`src/pmi_pkg.sv`:
```
// Constants, types and helpers for the PHY-side MAC data interface
package pmi_pkg;

   // ==========================================================
   // Clock rates, in kHz as printed
   localparam int CLK_KHZ     = 125000;  // System clock, 8 ns
   localparam int F_MII100_KHZ = 25000;  // MII clocks at 100 Mb/s
   localparam int F_MII10_KHZ = 2500;    // MII clocks at 10 Mb/s
   localparam int F_SNI_KHZ   = 10000;   // Serial mode clocks
   localparam int F_RMII_KHZ  = 50000;   // RMII reference rate

   // ==========================================================
   // Phase accumulator: one tick per half period of a clock
   localparam int NCO_W = 18;
   localparam logic [NCO_W-1:0] NCO_MOD    = NCO_W'(CLK_KHZ);
   localparam logic [NCO_W-1:0] INC_MII100 = NCO_W'(2 * F_MII100_KHZ);
   localparam logic [NCO_W-1:0] INC_MII10  = NCO_W'(2 * F_MII10_KHZ);
   localparam logic [NCO_W-1:0] INC_SNI    = NCO_W'(2 * F_SNI_KHZ);
   localparam logic [NCO_W-1:0] INC_RMII   = NCO_W'(2 * F_RMII_KHZ);
   localparam logic [NCO_W-1:0] NCO_ZERO   = 18'h00000;

   // ==========================================================
   // Data path
   localparam int DATA_W     = 4;
   localparam int FIFO_DEPTH = 8;
   localparam logic [1:0] RMII_ERR_DIBIT = 2'h2;  // Forced on bad receive
   localparam logic [3:0] NIBBLE_ZERO    = 4'h0;

   // Interface modes
   typedef enum logic [2:0] {
      PMI_MII  = 3'b001,
      PMI_RMII = 3'b010,
      PMI_SNI  = 3'b100
   } pmi_mode_t;

   // Step a phase accumulator; returns {tick, new phase}
   function automatic logic [NCO_W:0] pmi_nco(
      input logic [NCO_W-1:0] acc,
      input logic [NCO_W-1:0] inc
   );
      logic [NCO_W:0] sum;
      sum = {1'b0, acc} + {1'b0, inc};
      if (sum >= {1'b0, NCO_MOD}) begin
         pmi_nco = {1'b1, NCO_W'(sum - {1'b0, NCO_MOD})};
      end else begin
         pmi_nco = {1'b0, sum[NCO_W-1:0]};
      end
   endfunction

endpackage

```
`src/pmi_fifo.sv`:
```
// Synchronous FIFO with a registered output stage
`timescale 1ns/1ps

module pmi_fifo #(
   parameter int W     = 4,
   parameter int DEPTH = 8
) (
   input  wire logic         clk,
   input  wire logic         rst_n,
   input  wire logic         in_valid,
   output logic              in_ready,
   input  wire logic [W-1:0] in_data,
   output logic              out_valid,
   input  wire logic         out_ready,
   output logic      [W-1:0] out_data
);
   localparam int AW = $clog2(DEPTH);

   // ==========================================================
   // State
   typedef struct packed {
      logic [DEPTH-1:0][W-1:0] mem;
      logic [AW-1:0]           wr;
      logic [AW-1:0]           rd;
      logic [AW:0]             count;
      logic [W-1:0]            data;
      logic                    valid;
   } pmi_fifo_st_t;

   pmi_fifo_st_t s;
   pmi_fifo_st_t next_s;

   // Full is exact: output stage not counted, so DEPTH+1 words fit
   assign in_ready  = (s.count != (AW+1)'(DEPTH));
   assign out_valid = s.valid;
   assign out_data  = s.data;

   // Write, and refill the output register when it drains
   always_comb begin
      logic push;
      logic pop;
      push   = 1'b0;
      pop    = 1'b0;
      next_s = s;
      push   = in_valid && in_ready;
      pop    = (!s.valid || out_ready) && (s.count != '0);
      if (out_ready) begin
         next_s.valid = 1'b0;
      end
      if (pop) begin
         next_s.data  = s.mem[s.rd];
         next_s.valid = 1'b1;
         next_s.rd    = s.rd + 1'b1;
      end
      if (push) begin
         next_s.mem[s.wr] = in_data;
         next_s.wr        = s.wr + 1'b1;
      end
      next_s.count = s.count + (AW+1)'(push) - (AW+1)'(pop);
   end

   always_ff @(posedge clk or negedge rst_n) begin
      if (!rst_n) begin
         s <= '0;
      end else begin
         s <= next_s;
      end
   end

endmodule

```
`src/pmi_port.sv`:
```
// One port of the PHY-side MAC data interface (MII, RMII, serial)
`timescale 1ns/1ps

module pmi_port
   import pmi_pkg::*;
(
   input  wire logic            clk,
   input  wire logic            rst_n,
   // Configuration
   input  wire pmi_mode_t       cfg_mode,
   input  wire logic            cfg_speed_100,
   // MAC transmit side
   output logic                 tx_clk,
   input  wire logic            tx_en,
   input  wire logic [3:0]      txd,
   // MAC receive side
   output logic                 rx_clk,
   output logic      [3:0]      rxd,
   output logic                 rx_dv,
   output logic                 rx_er,
   output logic                 crs_dv,
   // Line-facing transmit stream
   output logic      [DATA_W-1:0] line_tx_data,
   output logic                 line_tx_valid,
   input  wire logic            line_tx_ready,
   output logic                 tx_active,
   output logic                 tx_overrun,
   // Line-facing receive side
   input  wire logic            line_rx_tick,
   input  wire logic [3:0]      line_rx_data,
   input  wire logic            line_rx_valid,
   input  wire logic            line_rx_sym_err,
   input  wire logic            line_carrier,
   input  wire logic            line_false_carrier,
   // Active mode, as latched
   output pmi_mode_t            mode,
   output logic                 speed_100
);

   // ==========================================================
   // State
   typedef struct packed {
      pmi_mode_t        mode;
      logic             speed_100;
      logic [NCO_W-1:0] tx_acc;
      logic [NCO_W-1:0] ref_acc;
      logic             tx_clk;
      logic             ref_ph;
      logic             rx_clk;
      logic             tx_active;
      logic             tx_overrun;
      logic [3:0]       rxd;
      logic             rx_dv;
      logic             rx_er;
      logic             crs;
   } pmi_st_t;

   pmi_st_t s;
   pmi_st_t next_s;

   logic              fifo_in_ready;
   logic              push;
   logic [DATA_W-1:0] tx_word;

   // ==========================================================
   // Helpers
   // Half-period tick seen while the clock is high: a falling edge
   function automatic logic pmi_fall(
      input logic tick,
      input logic level
   );
      pmi_fall = tick && level;
   endfunction

   // Divided clock; parked low so a MAC never sees a stray edge
   function automatic logic pmi_next_clk(
      input logic cur,
      input logic tick,
      input logic park
   );
      if (park) begin
         pmi_next_clk = 1'b0;
      end else if (tick) begin
         pmi_next_clk = !cur;
      end else begin
         pmi_next_clk = cur;
      end
   endfunction

   // Transmit lanes per mode; unused lanes zero so words compare cleanly
   function automatic logic [DATA_W-1:0] pmi_tx_lanes(
      input pmi_mode_t  m,
      input logic [3:0] d
   );
      unique case (m)
         PMI_RMII: pmi_tx_lanes = {2'h0, d[1:0]};
         PMI_SNI:  pmi_tx_lanes = {3'h0, d[0]};
         default:  pmi_tx_lanes = d;
      endcase
   endfunction

   // Merged carrier/valid: toggles out the tail while data drains
   function automatic logic pmi_crs_dv(
      input logic cur,
      input logic carrier,
      input logic valid
   );
      if (carrier) begin
         pmi_crs_dv = 1'b1;
      end else if (valid) begin
         pmi_crs_dv = !cur;
      end else begin
         pmi_crs_dv = 1'b0;
      end
   endfunction

   // ==========================================================
   // Next-state logic
   always_comb begin
      logic [NCO_W:0]   tx_nco;
      logic [NCO_W:0]   ref_nco;
      logic [NCO_W-1:0] tx_inc;
      logic             is_rmii;
      logic             tx_fall;
      logic             ref_fall;
      logic             rx_fall;
      logic             samp;
      logic             rx_upd;
      logic             idle;
      logic             bad;
      tx_nco   = '0;
      ref_nco  = '0;
      tx_inc   = NCO_ZERO;
      is_rmii  = 1'b0;
      tx_fall  = 1'b0;
      ref_fall = 1'b0;
      rx_fall  = 1'b0;
      samp     = 1'b0;
      rx_upd   = 1'b0;
      idle     = 1'b0;
      bad      = 1'b0;
      next_s   = s;
      push     = 1'b0;
      tx_word  = NIBBLE_ZERO;

      // mode latch: a mid-frame change would split a frame
      idle = !tx_en && !s.tx_active && !line_carrier && !line_rx_valid
             && !s.crs && !s.rx_dv;
      if (idle) begin
         next_s.speed_100 = cfg_speed_100;
         unique case (cfg_mode)
            PMI_MII, PMI_RMII, PMI_SNI: next_s.mode = cfg_mode;
            default:                    next_s.mode = PMI_MII;
         endcase
      end
      // RMII parks both clocks and runs from the reference
      is_rmii = (s.mode == PMI_RMII);

      // transmit clock rate from the shared reference
      if (s.mode == PMI_SNI) begin
         tx_inc = INC_SNI;
      end else if (s.speed_100) begin
         tx_inc = INC_MII100;
      end else begin
         tx_inc = INC_MII10;
      end
      tx_nco        = pmi_nco(s.tx_acc, tx_inc);
      next_s.tx_acc = tx_nco[NCO_W-1:0];
      tx_fall       = pmi_fall(tx_nco[NCO_W], s.tx_clk);
      next_s.tx_clk = pmi_next_clk(s.tx_clk, tx_nco[NCO_W], is_rmii);

      ref_nco        = pmi_nco(s.ref_acc, INC_RMII);
      next_s.ref_acc = ref_nco[NCO_W-1:0];
      ref_fall       = pmi_fall(ref_nco[NCO_W], s.ref_ph);
      if (ref_nco[NCO_W]) begin
         next_s.ref_ph = !s.ref_ph;
      end

      // sample mid-cycle, away from the MAC's launch edge
      samp = is_rmii ? ref_fall : tx_fall;
      tx_word = pmi_tx_lanes(s.mode, txd);
      push = samp && tx_en;
      if (samp) begin
         next_s.tx_active = tx_en;
      end
      // Overrun is sticky per frame; the first idle sample clears it, set wins
      if (samp && !tx_en) begin
         next_s.tx_overrun = 1'b0;
      end
      if (push && !fifo_in_ready) begin
         next_s.tx_overrun = 1'b1;
      end

      // receive clock follows recovered line ticks
      rx_fall       = pmi_fall(line_rx_tick, s.rx_clk);
      next_s.rx_clk = pmi_next_clk(s.rx_clk, line_rx_tick, is_rmii);

      // RMII receive timed from the reference
      rx_upd = is_rmii ? ref_fall : rx_fall;
      if (rx_upd) begin
         unique case (s.mode)
            PMI_RMII: begin
               // merged carrier/valid toggles out the tail
               next_s.crs = pmi_crs_dv(s.crs, line_carrier, line_rx_valid);
               next_s.rx_dv = line_rx_valid;
               // error on bad symbol or false carrier
               bad = (s.speed_100 && line_rx_sym_err && next_s.crs)
                     || line_false_carrier;
               next_s.rx_er = bad;
               // corrupt data so a MAC ignoring the error sees it
               next_s.rxd = bad ? {2'b00, RMII_ERR_DIBIT}
                                : {2'b00, line_rx_data[1:0]};
            end
            PMI_SNI: begin
               // one bit framed by carrier sense
               next_s.crs   = line_carrier;
               next_s.rxd   = {3'b000, line_rx_data[0]};
               next_s.rx_dv = 1'b0;
               next_s.rx_er = 1'b0;
            end
            default: begin
               next_s.crs   = line_carrier;
               next_s.rx_dv = line_rx_valid;
               next_s.rxd   = line_rx_valid ? line_rx_data : NIBBLE_ZERO;
               // symbol error at 100 Mb/s within packet
               next_s.rx_er = s.speed_100 && line_rx_valid
                              && line_rx_sym_err;
            end
         endcase
      end
   end

   // ==========================================================
   // State register
   always_ff @(posedge clk or negedge rst_n) begin
      if (!rst_n) begin
         s      <= '0;
         s.mode <= PMI_MII;
      end else begin
         s <= next_s;
      end
   end

   // ==========================================================
   // Transmit buffer toward the line; full drops and flags overrun
   pmi_fifo #(
      .W     (DATA_W),
      .DEPTH (FIFO_DEPTH)
   ) u_tx_fifo (
      .clk       (clk),
      .rst_n     (rst_n),
      .in_valid  (push),
      .in_ready  (fifo_in_ready),
      .in_data   (tx_word),
      .out_valid (line_tx_valid),
      .out_ready (line_tx_ready),
      .out_data  (line_tx_data)
   );

   // Outputs straight from state
   assign tx_clk     = s.tx_clk;
   assign rx_clk     = s.rx_clk;
   assign rxd        = s.rxd;
   assign rx_dv      = s.rx_dv;
   assign rx_er      = s.rx_er;
   assign crs_dv     = s.crs;
   assign tx_active  = s.tx_active;
   assign tx_overrun = s.tx_overrun;
   assign mode       = s.mode;
   assign speed_100  = s.speed_100;

endmodule

```
`config.mk`:
```
export PLATFORM = sky130hd
export DESIGN_NAME = pmi_port
export DESIGN_NICKNAME = d
export VERILOG_FILES = /design/src/pmi_pkg.sv /design/src/pmi_fifo.sv /design/src/pmi_port.sv
export SDC_FILE = /design/constraint.sdc
export NUM_CORES = 1
export LEC_CHECK = 0
export ABC_AREA = 1
export BUFFER_PORTS_ARGS = -buffer_cell sky130_fd_sc_hd__buf_2
export CORE_ASPECT_RATIO = 1.75
export CORE_UTILIZATION = 44
export CTS_BUF_LIST = sky130_fd_sc_hd__clkbuf_8
export DETAILED_ROUTE_END_ITERATION = 12
export GPL_TIMING_DRIVEN = 1
export PLACE_DENSITY = 0.67
export SLEW_MARGIN = 20
export SYNTH_ARGS = -nofsm -noshare
export SYNTH_HDL_FRONTEND = slang
export SYNTH_SLANG_ARGS = --single-unit
```
`constraint.sdc`:
```
create_clock -name clk -period 7.65 [get_ports clk]
set_clock_uncertainty 0.15 [all_clocks]
set_input_delay 1.1475 -clock clk [delete_from_list [all_inputs] [get_ports clk]]
set_output_delay 1.1475 -clock clk [all_outputs]
set_load 0.02 [all_outputs]
```
==> reports/qor.tcl, run 1 <==
set qor(netlist_top_cells_count) {sky130_fd_sc_hd__nand2_1 (204), sky130_fd_sc_hd__dfrtp_1 (92), sky130_fd_sc_hd__inv_1 (91)}
set qor(via_count_of_the_first_global_routing_pass) 5037
set qor(grt_antenna_before_repair) 1
set qor(antenna_left) 0
set qor(finalNetCount) 848
set qor(fp.dieW_um) 90.1
set qor(synth_sequential_area_ratio_pct) 38.9
set qor(cts-root-buf) {sky130_fd_sc_hd__clkbuf_8}
set qor(cellPowerDensity_nw_per_um2) 443
set qor(setup.worst_path.class) {flip-flop to flip-flop}
set qor(setup_repair_after_global_routing_missed_its_margin) {no}
set qor(synth_flop_cell) {sky130_fd_sc_hd__dfrtp_1}
set qor(worst_path_max_delay_cell) {sky130_fd_sc_hd__dfstp_2}
set qor(critPathCaptureType) {flip-flop}
set qor(htree_num_levels) 3
set qor(die_h_um) 156
set qor(total_inserted_antenna_cells) 0
set qor(grt_first_pass_wirelength_mm) 23.6
set qor(grt_max_degree) 59
set qor(tightestPinTransition_ns) 0.940
set qor(timing.critical_path.cells) {nor2_1, nand2_2, inv_1, ha_1, nand2_1, o21ai_0, nand2_1, nand2_1, inv_2, nand2_1, nand2_1, nand2_2, nand2_1, nor2_1, nand3_1, nand3_2, nand2_4, a21oi_4, buf_4, nand2_1, inv_1, ha_1, fa_1}
set qor(drv_slew) 0
set qor(post_cts_resized) 0
set qor(grt_remaining_overflow) 0
set qor(worst_ir_drop_vdd_v) 0.000278
set qor(critPathRequiredTime_ns) 7.76
set qor(io_pins) 41
set qor(floorplan.die_area_um2) 14100
set qor(finalCritPeriodShare_pct) 60.7
set qor(port_buffers) 40
set qor(synth.lib_cells_used.distinct) 48
set qor(startpoint_type) {flip-flop}
set qor(fin_worst_hold_slack_ns) 0.334
set qor(finalHoldViolations) 0
set qor(route.met3.wl_um) 279
set qor(cts.repair_timing.setup_buffer_count) 0
set qor(cp_max_fo) 38
set qor(grt_util_all_layers_pct) 21.2
set qor(detail_route.wirelength_mm) 14.0
set qor(num_vias) 5042
set qor(total_power_mw) 2.85
set qor(utilization_pct) 48.3
set qor(setup_viol) 0
set qor(synth_warnings) 0
set qor(met2WireLength_mm) 7.74
set qor(worstSkewPairLatency_ns) 0.38
set qor(synth_enable_flop_cells) 0
set qor(synth.top_cells.by_area) {sky130_fd_sc_hd__dfrtp_1 (38%), sky130_fd_sc_hd__nand2_1 (13%), sky130_fd_sc_hd__inv_1 (5.7%)}
set qor(dp.final_hpwl_mm) 11.0
set qor(remaining_drc_errors) 0
set qor(timing.hold.worst.class) {flip-flop to flip-flop}
set qor(post_route_cells_drive_above_1_share_pct) 13.8
set qor(synth.most_common_cell) {sky130_fd_sc_hd__nand2_1}
set qor(clk_transition_reported_paths_ns) 0.11
set qor(initial_core_util_pct) 44.9
set qor(timing.fmax_ghz) 0.215
set qor(final_period_minus_worst_setup_slack_ns) 4.65
set qor(arrival_time_of_the_worst_setup_path_ns) 4.76
set qor(yosysTopAreaCell) {sky130_fd_sc_hd__dfrtp_1}
set qor(syn-cell-area_um2) 5980
set qor(syn2layout_area_growth_pct) 7.51
set qor(rows) 56
set qor(result_of_the_run) {finished clean}
set qor(cts.hold.buffers_added) 0
set qor(crit_path_max_incr_delay_ns) 0.57
set qor(vias_per_cell) 5.12
set qor(clock_sink_count) 93
set qor(synth_async_sr_flop_share_pct) 100
set qor(netlist_instances) 780
set qor(synthDominantCellAreaShare_pct) 38.5
set qor(drt-wirelength-per-cell_um) 14.2
set qor(tritoncts) {done}
set qor(totalNegativeSetupSlack_ns) 0
set qor(mappedNetlistNets) 823
set qor(placeableCoreArea_um2) 13300
set qor(maximum_number_of_buffers_from_clock_root_to_sink) 2
set qor(routedLengthMet1_mm) 5.27
set qor(gp_routability_congestion) 0.868
set qor(ys_seq_elements) 93
set qor(max_cap_violations) 0
set qor(static-leakage-power_nw) 3.47
set qor(detailedRoute.firstIterationViolations) 200
set qor(drt_pre_antenna_iters) 4
set qor(postSynthAreaPerCell_um2) 7.67
set qor(maxSlewHeadroom_pct) 37.0
set qor(highest_layer) {met4}
set qor(worst_path_most_repeated_cell) {sky130_fd_sc_hd__nand2_1}
set qor(numCtsBuffers) 9
report_power, final:
part	switching [mW]	internal [mW]
Combinational	1.10	0.568
Sequential	0.169	0.689
Clock	0.197	0.127
Total	1.47	1.38
cells in the final DEF, fill, tap and decap left out, types with 11 or more instances in the layout:
master / count
sky130_fd_sc_hd__nand4_1: 54
sky130_fd_sc_hd__ha_1: 21
sky130_fd_sc_hd__o21ai_0: 30
sky130_fd_sc_hd__nor3_1: 12
sky130_fd_sc_hd__nand3_1: 32
sky130_fd_sc_hd__nor2_1: 72
sky130_fd_sc_hd__nand2_1: 204
sky130_fd_sc_hd__nand2_2: 17
sky130_fd_sc_hd__buf_2: 39
sky130_fd_sc_hd__inv_1: 91
sky130_fd_sc_hd__dfrtp_1: 92
sky130_fd_sc_hd__a21oi_1: 17
sky130_fd_sc_hd__xor2_1: 34
sky130_fd_sc_hd__xnor2_1: 11
logic make-up (layout without fill, tap and decap cells):
family / count (synthesis) / in the layout / share of synthesized area (%)
buffers and inverters: 132 / 162 / 9.62
adders and majority gates: 22 / 22 / 4.73
xor gates and xnor gates: 47 / 47 / 7.32
DFF: 93 / 93 / 38.9
and+or+nand+nor: 412 / 412 / 31.8
AOI/OAI and AO/OA: 74 / 74 / 7.61
stage by stage:
stage / instances / setup WS, ns / cell area, um^2
after floorplan: 780 / 3.74 / 5980
after global placement: 968 / 3.12 / 6240
after detailed placement: 968 / 3.03 / 6240
after CTS: 984 / 3.00 / 6430
after global routing: 984 / 2.52 / 6430
final: 984 / 3.00 / 6430
flip-flops by register name, indices dropped and copies added, names as in the netlist:
| register | cells |
|---|---|
| crs_dv | 1 |
| mode | 3 |
| rx_clk | 1 |
| rx_dv | 1 |
| rx_er | 1 |
| rxd | 4 |
| s | 31 |
| speed_100 | 1 |
| tx_active | 1 |
| tx_clk | 1 |
| tx_overrun | 1 |
| u_tx_fifo.out_data | 4 |
| u_tx_fifo.out_valid | 1 |
| u_tx_fifo.s | 42 |
layout make-up:
| cell class | instances | area (um^2) |
|---|---|---|
| clock buffers | 9 | 124 |
| clock inverters | 7 | 66.3 |
| fillers | 1314 | 6880 |
| inverters | 103 | 389 |
| multi-input cells | 555 | 3080 |
| flip-flops and latches | 93 | 2330 |
| well taps | 174 | 218 |
| repair buffers | 43 | 225 |
path summary, 6_finish.rpt:
kind / startpoint / endpoint / slack (ns) / depth (start not counted)
min reg2reg: u_tx_fifo.out_data[2]$_DFFE_PN0P_ / u_tx_fifo.out_data[2]$_DFFE_PN0P_ / 0.33 / 2
max: mode[0]$_DFFE_PN1P_ / u_tx_fifo.s[6]$_DFF_PN0_ / 3.00 / 23
min in group asynchronous: rst_n / u_tx_fifo.s[8]$_DFF_PN0_ / 0.55 / 1
min: u_tx_fifo.out_data[2]$_DFFE_PN0P_ / u_tx_fifo.out_data[2]$_DFFE_PN0P_ / 0.33 / 2
max reg2reg: mode[0]$_DFFE_PN1P_ / u_tx_fifo.s[6]$_DFF_PN0_ / 3.00 / 23
max in group asynchronous: rst_n / s[22]$_DFF_PN0_ / 5.64 / 2
routing by layer:
layer | GRT usage, % | vias up
met2 | 41.3 | 84
met3 | 2.38 | 44
met4 | 11.4 | 0
li1 | - | 2574
met5 | 0 | -
met1 | 21.8 | 2340
critical path, delay by kind of cell, from the launching register on:
family	cells	cell delay (ns)
adders and majority gates	3	1.06
DFF	1	0.57
buffers and inverters	4	0.70
and+or+nand+nor	14	1.64
AOI/OAI and AO/OA	2	0.39
No activity file was read; power rests on OpenSTA's default activity.
==> run 2, diff against run 1 <==
Clock period 7.65 ns to 4.5 ns, I/O delays scaled along.
==> run 2 against run 1 <==
Against the previous run:
- setup slack worse by 2.6 ns
- utilization is 0.42 points higher
- sequential power is 69% higher
==> reports/qor.tcl, run 2 (same netlist as run 1, synthesis figures left out) <==
set qor(result_of_the_run) {finished clean} ;# unchanged
set qor(cp-startpoint) {mode[0]$_DFFE_PN1P_} ;# unchanged
set qor(dp.final_hpwl_mm) 11.0 ;# about the same
set qor(post_cts_resized) 0 ;# unchanged
set qor(htree_num_levels) 3 ;# unchanged
set qor(port_buffers) 40 ;# unchanged
set qor(worst_ir_drop_vdd_v) 0.000367 ;# was 0.000278 V
set qor(setup_repair_after_global_routing_missed_its_margin) {no} ;# unchanged
set qor(grt_antenna_before_repair) 1 ;# unchanged
set qor(top_regs) {u_tx_fifo.s: 42 flops, s: 31 flops} ;# unchanged
set qor(cts.hold.buffers_added) 0 ;# unchanged
set qor(fin_worst_hold_slack_ns) 0.223 ;# was 0.334 ns
set qor(setup.worst_path.class) {flip-flop to flip-flop} ;# unchanged
set qor(vias_per_cell) 5.17 ;# was 5.12
set qor(num_vias) 5093 ;# was 5042
set qor(final_common_cell) {sky130_fd_sc_hd__nand2_1} ;# unchanged
set qor(cts-root-buf) {sky130_fd_sc_hd__clkbuf_8} ;# unchanged
set qor(max_cap_violations) 0 ;# unchanged
set qor(syn2layout_area_growth_pct) 8.45 ;# was 7.51%
set qor(crit_path_max_incr_delay_ns) 0.56 ;# was 0.57 ns
set qor(io_pins) 41 ;# unchanged
set qor(worst_path_most_repeated_cell) {sky130_fd_sc_hd__nor2_1} ;# was sky130_fd_sc_hd__nand2_1
set qor(via_count_of_the_first_global_routing_pass) 5064 ;# was 5037
set qor(arrival_time_of_the_worst_setup_path_ns) 4.19 ;# was 4.76 ns
set qor(cts.repair_timing.setup_buffer_count) 0 ;# unchanged
set qor(setup_viol) 0 ;# unchanged
set qor(tightestPinTransition_ns) 0.979 ;# was 0.940 ns
set qor(initial_core_util_pct) 44.9 ;# unchanged
set qor(timing.hold.worst.class) {input port to asynchronous set/reset pin} ;# was flip-flop to flip-flop
set qor(timing.critical_path.cells) {nor2_1, nand2_2, inv_1, ha_2, nand2_1, nor2_1, nor3b_2, nand2_2, nand3_1, nand2_2, nand2_1, nor2_1, nor2_1, nand3_2, nand2_4, a21oi_4, nand2_1, inv_1, ha_1, fa_1, xor2_1} ;# was nor2_1, nand2_2, inv_1, ha_1, nand2_1, o21ai_0, nand2_1, nand2_1, inv_2, nand2_1, nand2_1, nand2_2, nand2_1, nor2_1, nand3_1, nand3_2, nand2_4, a21oi_4, buf_4, nand2_1, inv_1, ha_1, fa_1
set qor(utilization_pct) 48.7 ;# was 48.3%
set qor(total_inserted_antenna_cells) 0 ;# unchanged
set qor(clk_transition_reported_paths_ns) 0.10 ;# was 0.11 ns
set qor(rows) 56 ;# unchanged
set qor(top_register) {u_tx_fifo.s} ;# unchanged
set qor(tritoncts) {done} ;# unchanged
set qor(final_period_minus_worst_setup_slack_ns) 4.08 ;# was 4.65 ns
set qor(largest_register_ff_count) 42 ;# unchanged
set qor(finalNetCount) 850 ;# was 848
set qor(antenna_left) 0 ;# unchanged
set qor(total_power_mw) 4.96 ;# was 2.85 mW
set qor(static-leakage-power_nw) 3.50 ;# was 3.47 nW
set qor(totalNegativeSetupSlack_ns) 0 ;# unchanged
set qor(drv_slew) 0 ;# unchanged
set qor(drt-wirelength-per-cell_um) 14.6 ;# was 14.2 um
set qor(fp.dieW_um) 90.1 ;# unchanged
set qor(reg2reg_depth) 21 ;# was 23
set qor(mostFrequentLayoutCells) {sky130_fd_sc_hd__nand2_1 (204), sky130_fd_sc_hd__dfrtp_1 (92), sky130_fd_sc_hd__inv_1 (91), sky130_fd_sc_hd__nor2_1 (72), sky130_fd_sc_hd__nand4_1 (54)} ;# unchanged
set qor(grt_util_all_layers_pct) 21.9 ;# was 21.2%
set qor(cp_max_fo) 13 ;# was 38
set qor(finalHoldViolations) 0 ;# unchanged
set qor(grt_max_degree) 65 ;# was 59
set qor(post_route_cells_drive_above_1_share_pct) 14.2 ;# was 13.8%
set qor(detailedRoute.firstIterationViolations) 246 ;# was 200
set qor(worstSkewPairLatency_ns) 0.37 ;# was 0.38 ns
set qor(cellPowerDensity_nw_per_um2) 765 ;# was 443 nW/um^2
set qor(finalCritPeriodShare_pct) 90.6 ;# was 60.7%
set qor(gp_routability_congestion) 0.894 ;# was 0.868
set qor(detail_route.wirelength_mm) 14.4 ;# was 14.0 mm
set qor(floorplan.die_area_um2) 14100 ;# unchanged
set qor(startpoint_type) {flip-flop} ;# unchanged
set qor(regToRegSetupSlack_ns) 0.42 ;# was 3.00 ns
set qor(critical_path.reg2reg.startpoint) {mode[0]$_DFFE_PN1P_} ;# unchanged
set qor(worst_path_dominant_cell_family) {simple AND/OR/NAND/NOR gates} ;# unchanged
set qor(clock_sink_count) 93 ;# unchanged
set qor(critical_path_depth) 21 ;# was 23
set qor(grt_first_pass_wirelength_mm) 24.4 ;# was 23.6 mm
set qor(worst_path_max_delay_cell) {sky130_fd_sc_hd__dfstp_2} ;# unchanged
set qor(die_h_um) 156 ;# unchanged
set qor(critPathRequiredTime_ns) 4.62 ;# was 7.76 ns
set qor(drt_pre_antenna_iters) 4 ;# unchanged
set qor(grt_remaining_overflow) 0 ;# unchanged
set qor(worst-path-buf-inv) 2 ;# was 4
set qor(maximum_number_of_buffers_from_clock_root_to_sink) 2 ;# unchanged
set qor(remaining_drc_errors) 0 ;# unchanged
set qor(postPlaceCellArea_um2) 6260 ;# was 6240 um^2
set qor(critPathCaptureType) {flip-flop} ;# unchanged
set qor(design_area_um2) 6490 ;# was 6430 um^2
set qor(timing.fmax_ghz) 0.245 ;# was 0.215 GHz
set qor(placeableCoreArea_um2) 13300 ;# unchanged
set qor(numCtsBuffers) 9 ;# unchanged
set qor(maxSlewHeadroom_pct) 34.4 ;# was 37.0%
[run 2: final cells by class]
cell class | instances | area (um^2)
Fill cell | 1361 | 6830
Multi-Input combinational cell | 555 | 3080
Sequential cell | 93 | 2330
Inverter | 103 | 389
Timing Repair Buffer | 45 | 240
Tap cell | 174 | 218
Clock buffer | 10 | 138
Clock inverter | 6 | 91.3
[run 2: worst paths after layout]
kind | endpoint
max | u_tx_fifo.s[7]$_DFF_PN0_
min | u_tx_fifo.s[8]$_DFF_PN0_
max reg2reg | u_tx_fifo.s[7]$_DFF_PN0_
min reg2reg | u_tx_fifo.out_data[3]$_DFFE_PN0P_
max in group asynchronous | s[21]$_DFF_PN0_
min in group clk | u_tx_fifo.out_data[3]$_DFFE_PN0P_
[run 2: metrics by stage]
stage          setup WS (ns)  cells
6_report               0.424    986
4_1_cts                0.384    986
3_5_place_dp           0.402    970
3_3_place_gp           0.493    970
2_1_floorplan          0.587    780
5_1_grt               0.0450    986
[run 2: worst register-to-register path: cells and delay by family, from the launching register on]
| kind | cells | cell delay, ns |
|---|---|---|
| AND/OR/NAND/NOR | 14 | 1.73 |
| adder cells (fa/ha/maj) | 3 | 1.05 |
| flip-flops | 1 | 0.56 |
| buffers and inverters | 2 | 0.27 |
| XOR/XNOR | 1 | 0.16 |
| AO/OA/AOI/OAI | 1 | 0.05 |
[run 2: metal layers]
metal | wire length [um] | GRT usage, % | up-vias
met5 | 0 | 0 | -
met4 | 870 | 14.1 | 0
met3 | 395 | 3.40 | 54
met2 | 7790 | 40.3 | 104
met1 | 5290 | 23.1 | 2363
li1 | - | - | 2572
[run 2: power by group]
part / switching (mW) / internal, mW
Combinational: 1.88 / 0.983
Clock: 0.310 / 0.332
Sequential: 0.284 / 1.17
==> run 3, diff against run 2 <==
Settings changed: ABC_AREA 1 to not set.
==> run 3 against run 2 <==
Against the previous run:
- critical endpoint unchanged
- via count shrank 14%
- largest cell class unchanged
- flip-flop and latch count stayed put
- setup slack worse by 0.20 ns
- synthesized cell count fell by 26%
- final cell count shrank 20%
- synthesized area fell by 2.0%
==> reports/qor.tcl, run 3 <==
set qor(result_of_the_run) {finished clean} ;# unchanged
set qor(synth.top_cells.by_area) {sky130_fd_sc_hd__dfrtp_1 (39%), sky130_fd_sc_hd__xnor2_1 (5.5%), sky130_fd_sc_hd__ha_1 (4.5%)} ;# was sky130_fd_sc_hd__dfrtp_1 (38%), sky130_fd_sc_hd__nand2_1 (13%), sky130_fd_sc_hd__inv_1 (5.7%)
set qor(max_cap_violations) 0 ;# unchanged
set qor(grt_util_all_layers_pct) 20.6 ;# was 21.9%
set qor(top_regs) {u_tx_fifo.s: 42 flops, s: 31 flops} ;# unchanged
set qor(grt_antenna_before_repair) 0 ;# was 1
set qor(total_inserted_antenna_cells) 0 ;# unchanged
set qor(synth.most_common_cell) {sky130_fd_sc_hd__dfrtp_1} ;# was sky130_fd_sc_hd__nand2_1
set qor(setup_viol) 0 ;# unchanged
set qor(synthDominantCellAreaShare_pct) 39.3 ;# was 38.5%
set qor(timing.fmax_ghz) 0.234 ;# was 0.245 GHz
set qor(synth.lib_cells_used.distinct) 78 ;# was 48
set qor(yosys.area_share.xor_xnor_pct) 8.76 ;# was 7.32%
set qor(worst_ir_drop_vdd_v) 0.000378 ;# was 0.000367 V
set qor(timing.rr.end) {u_tx_fifo.s[7]$_DFF_PN0_} ;# unchanged
set qor(worstSkewPairLatency_ns) 0.37 ;# about the same
set qor(tightestPinTransition_ns) 0.758 ;# was 0.979 ns
set qor(synth_adder_area_share_pct) 5.21 ;# was 4.73%
set qor(antenna_left) 0 ;# unchanged
set qor(final_period_minus_worst_setup_slack_ns) 4.27 ;# was 4.08 ns
set qor(design_area_um2) 6530 ;# was 6490 um^2
set qor(synth_enable_flop_cells) 0 ;# unchanged
set qor(port_buffers) 40 ;# unchanged
set qor(remaining_drc_errors) 0 ;# unchanged
set qor(fp.dieW_um) 89.2 ;# was 90.1 um
set qor(synthMuxAreaShare_pct) 11.7 ;# was 0%
set qor(static-leakage-power_nw) 2.98 ;# was 3.50 nW
set qor(cellPowerDensity_nw_per_um2) 829 ;# was 765 nW/um^2
set qor(syn-cell-area_um2) 5860 ;# was 5980 um^2
set qor(synth_flop_cell) {sky130_fd_sc_hd__dfrtp_1} ;# unchanged
set qor(gp_routability_congestion) 0.907 ;# was 0.894
set qor(synth_top_family_by_area) {simple AND/OR/NAND/NOR gates} ;# unchanged
set qor(finalHoldViolations) 0 ;# unchanged
set qor(final_common_cell) {sky130_fd_sc_hd__dfrtp_1} ;# was sky130_fd_sc_hd__nand2_1
set qor(clock_sink_count) 93 ;# unchanged
set qor(utilization_pct) 50.4 ;# was 48.7%
set qor(detailedRoute.firstIterationViolations) 139 ;# was 246
set qor(grt_first_pass_wirelength_mm) 21.7 ;# was 24.4 mm
set qor(setup_repair_after_global_routing_missed_its_margin) {no} ;# unchanged
set qor(grt_remaining_overflow) 0 ;# unchanged
set qor(synth_sequential_area_ratio_pct) 39.7 ;# was 38.9%
set qor(regToRegSetupSlack_ns) 0.23 ;# was 0.42 ns
set qor(ys_seq_elements) 93 ;# unchanged
set qor(layout.cells.non_filler) 784 ;# was 986
set qor(drv_slew) 0 ;# unchanged
set qor(netlist_top_cells_count) {sky130_fd_sc_hd__dfrtp_1 (92), sky130_fd_sc_hd__nor2_1 (50), sky130_fd_sc_hd__nand2_1 (48)} ;# was sky130_fd_sc_hd__nand2_1 (204), sky130_fd_sc_hd__dfrtp_1 (92), sky130_fd_sc_hd__inv_1 (91)
set qor(critical_path.reg2reg.startpoint) {mode[1]$_DFFE_PN0P_} ;# was mode[0]$_DFFE_PN1P_
set qor(via_count_of_the_first_global_routing_pass) 4549 ;# was 5064
set qor(critPathCaptureType) {flip-flop} ;# unchanged
set qor(largest_register_ff_count) 42 ;# unchanged
set qor(io_pins) 41 ;# unchanged
set qor(finalCritPeriodShare_pct) 94.9 ;# was 90.6%
set qor(cts.hold.buffers_added) 0 ;# unchanged
set qor(post_synthesis_compound_gate_area_fraction_pct) 13.1 ;# was 7.61%
set qor(synth_async_sr_flop_share_pct) 100 ;# unchanged
set qor(top_register) {u_tx_fifo.s} ;# unchanged
set qor(synth_warnings) 0 ;# unchanged
set qor(setup.worst_path.class) {flip-flop to flip-flop} ;# unchanged
set qor(timing.hold.worst.class) {input port to asynchronous set/reset pin} ;# unchanged
set qor(num_vias) 4357 ;# was 5093
set qor(synthSimpleGateAreaFrac_pct) 16.4 ;# was 31.8%
set qor(vias_per_cell) 5.56 ;# was 5.17
set qor(startpoint_type) {flip-flop} ;# unchanged
set qor(tritoncts) {done} ;# unchanged
set qor(critPathRequiredTime_ns) 4.61 ;# was 4.62 ns
set qor(floorplan.die_area_um2) 13800 ;# was 14100 um^2
set qor(drt-wirelength-per-cell_um) 16.8 ;# was 14.6 um
set qor(rows) 55 ;# was 56
set qor(maxSlewHeadroom_pct) 49.5 ;# was 34.4%
set qor(finalNetCount) 651 ;# was 850
set qor(dpl.cell_count) 766 ;# was 970
set qor(arrival_time_of_the_worst_setup_path_ns) 4.38 ;# was 4.19 ns
set qor(dp.final_hpwl_mm) 10.1 ;# was 11.0 mm
set qor(mappedNetlistNets) 618 ;# was 823
set qor(worst-path-buf-inv) 1 ;# was 2
set qor(placeableCoreArea_um2) 12900 ;# was 13300 um^2
set qor(timing.critical_path.cells) {or3b_4, clkinv_4, ha_2, a31o_2, o21ai_1, xor2_2, o211ai_1, nor4_2, o21ai_1, a41o_2, and3_2, ha_1, fa_1, xor2_1} ;# was nor2_1, nand2_2, inv_1, ha_2, nand2_1, nor2_1, nor3b_2, nand2_2, nand3_1, nand2_2, nand2_1, nor2_1, nor2_1, nand3_2, nand2_4, a21oi_4, nand2_1, inv_1, ha_1, fa_1, xor2_1
set qor(crit_path_max_incr_delay_ns) 0.42 ;# was 0.56 ns
set qor(htree_num_levels) 3 ;# unchanged
set qor(post_route_cells_drive_above_1_share_pct) 22.7 ;# was 14.2%
set qor(initial_core_util_pct) 45.3 ;# was 44.9%
set qor(drt_pre_antenna_iters) 4 ;# unchanged
set qor(maximum_number_of_buffers_from_clock_root_to_sink) 2 ;# unchanged
set qor(reg2reg_depth) 14 ;# was 21
set qor(cp_max_fo) 9 ;# was 13
set qor(worst_path_max_delay_cell) {sky130_fd_sc_hd__or3b_4} ;# was sky130_fd_sc_hd__dfstp_2
set qor(clk_transition_reported_paths_ns) 0.10 ;# about the same
set qor(mostFrequentLayoutCells) {sky130_fd_sc_hd__dfrtp_1 (92), sky130_fd_sc_hd__nor2_1 (50), sky130_fd_sc_hd__nand2_1 (47), sky130_fd_sc_hd__buf_2 (39), sky130_fd_sc_hd__xnor2_1 (37)} ;# was sky130_fd_sc_hd__nand2_1 (204), sky130_fd_sc_hd__dfrtp_1 (92), sky130_fd_sc_hd__inv_1 (91), sky130_fd_sc_hd__nor2_1 (72), sky130_fd_sc_hd__nand4_1 (54)
set qor(postPlaceCellArea_um2) 6200 ;# was 6260 um^2
set qor(postSynthAreaPerCell_um2) 10.2 ;# was 7.67 um^2
set qor(syn2layout_area_growth_pct) 11.4 ;# was 8.45%
set qor(grt_max_degree) 62 ;# was 65
set qor(cts-root-buf) {sky130_fd_sc_hd__clkbuf_8} ;# unchanged
set qor(numCtsBuffers) 9 ;# unchanged
set qor(worst_path_dominant_cell_family) {compound AO/OA/AOI/OAI gates} ;# was simple AND/OR/NAND/NOR gates
set qor(worst_path_most_repeated_cell) {sky130_fd_sc_hd__o21ai_1} ;# was sky130_fd_sc_hd__nor2_1
set qor(netlist_instances) 575 ;# was 780
set qor(yosysTopAreaCell) {sky130_fd_sc_hd__dfrtp_1} ;# unchanged
set qor(detail_route.wirelength_mm) 13.2 ;# was 14.4 mm
set qor(die_h_um) 155 ;# was 156 um
run 3: worst max path at each step:
stage / slack, ns / endpoint / depth (start not counted) / from
detailed placement: -0.03 / u_tx_fifo.s[7]$_DFF_PN0_ / 15 / mode[1]$_DFFE_PN0P_
global placement: 0.07 / u_tx_fifo.s[7]$_DFF_PN0_ / 15 / mode[1]$_DFFE_PN0P_
finish: 0.23 / u_tx_fifo.s[7]$_DFF_PN0_ / 14 / mode[1]$_DFFE_PN0P_
CTS: 0.03 / u_tx_fifo.s[7]$_DFF_PN0_ / 15 / mode[1]$_DFFE_PN0P_
floorplan: 0.31 / u_tx_fifo.s[7]$_DFF_PN0_ / 18 / mode[0]$_DFFE_PN1P_
global route: 0.02 / u_tx_fifo.s[7]$_DFF_PN0_ / 14 / mode[1]$_DFFE_PN0P_
run 3: per-stage QoR:
stage | TNS (ns) | setup WS [ns] | hold slack, ns | total power [mW]
CTS | 0 | 0.0349 | 0.238 | 5.35
global route | 0 | 0.0178 | 0.286 | 5.84
finish | 0 | 0.228 | 0.207 | 5.41
floorplan | 0 | 0.308 | 0.229 | 3.91
global placement | 0 | 0.0723 | 0.310 | 4.53
detailed placement | -0.0322 | -0.0322 | 0.314 | 4.62
run 3: repair_timing:
item                       4_1_cts  5_1_grt
pin swaps                        1        7
setup buffers                    1        1
resized for setup                3       13
setup endpoints to repair        1       11
run 3: routing by layer:
layer / part of all wire [%] / global-route usage (%)
met4: 5.4 / 11.8
met1: 39 / 22.3
met5: 0 / 0
met3: 2.7 / 2.51
met2: 53 / 37.2
run 3: logic make-up (layout without fill, tap and decap cells):
logic type | count (synthesis) | count (layout)
simple gates | 176 | 176
mux | 51 | 51
buf+inv | 60 | 98
flops | 93 | 93
fa+ha+maj | 24 | 24
compound gates | 115 | 115
xor+xnor | 56 | 56
run 3: final cells by class:
cell class                      count  area, um^2
Clock inverter                      7         120
Fill cell                        1231        6410
Tap cell                          171         214
Clock buffer                        9         124
Multi-Input combinational cell    422        3300
Inverter                           26         103
Timing Repair Buffer               56         335
Sequential cell                    93        2330
run 3: power breakdown:
| part | switching [mW] | internal (mW) |
|---|---|---|
| sequential | 0.335 | 1.20 |
| clock | 0.309 | 0.373 |
| combinational | 1.75 | 1.45 |
| total | 2.39 | 3.02 |
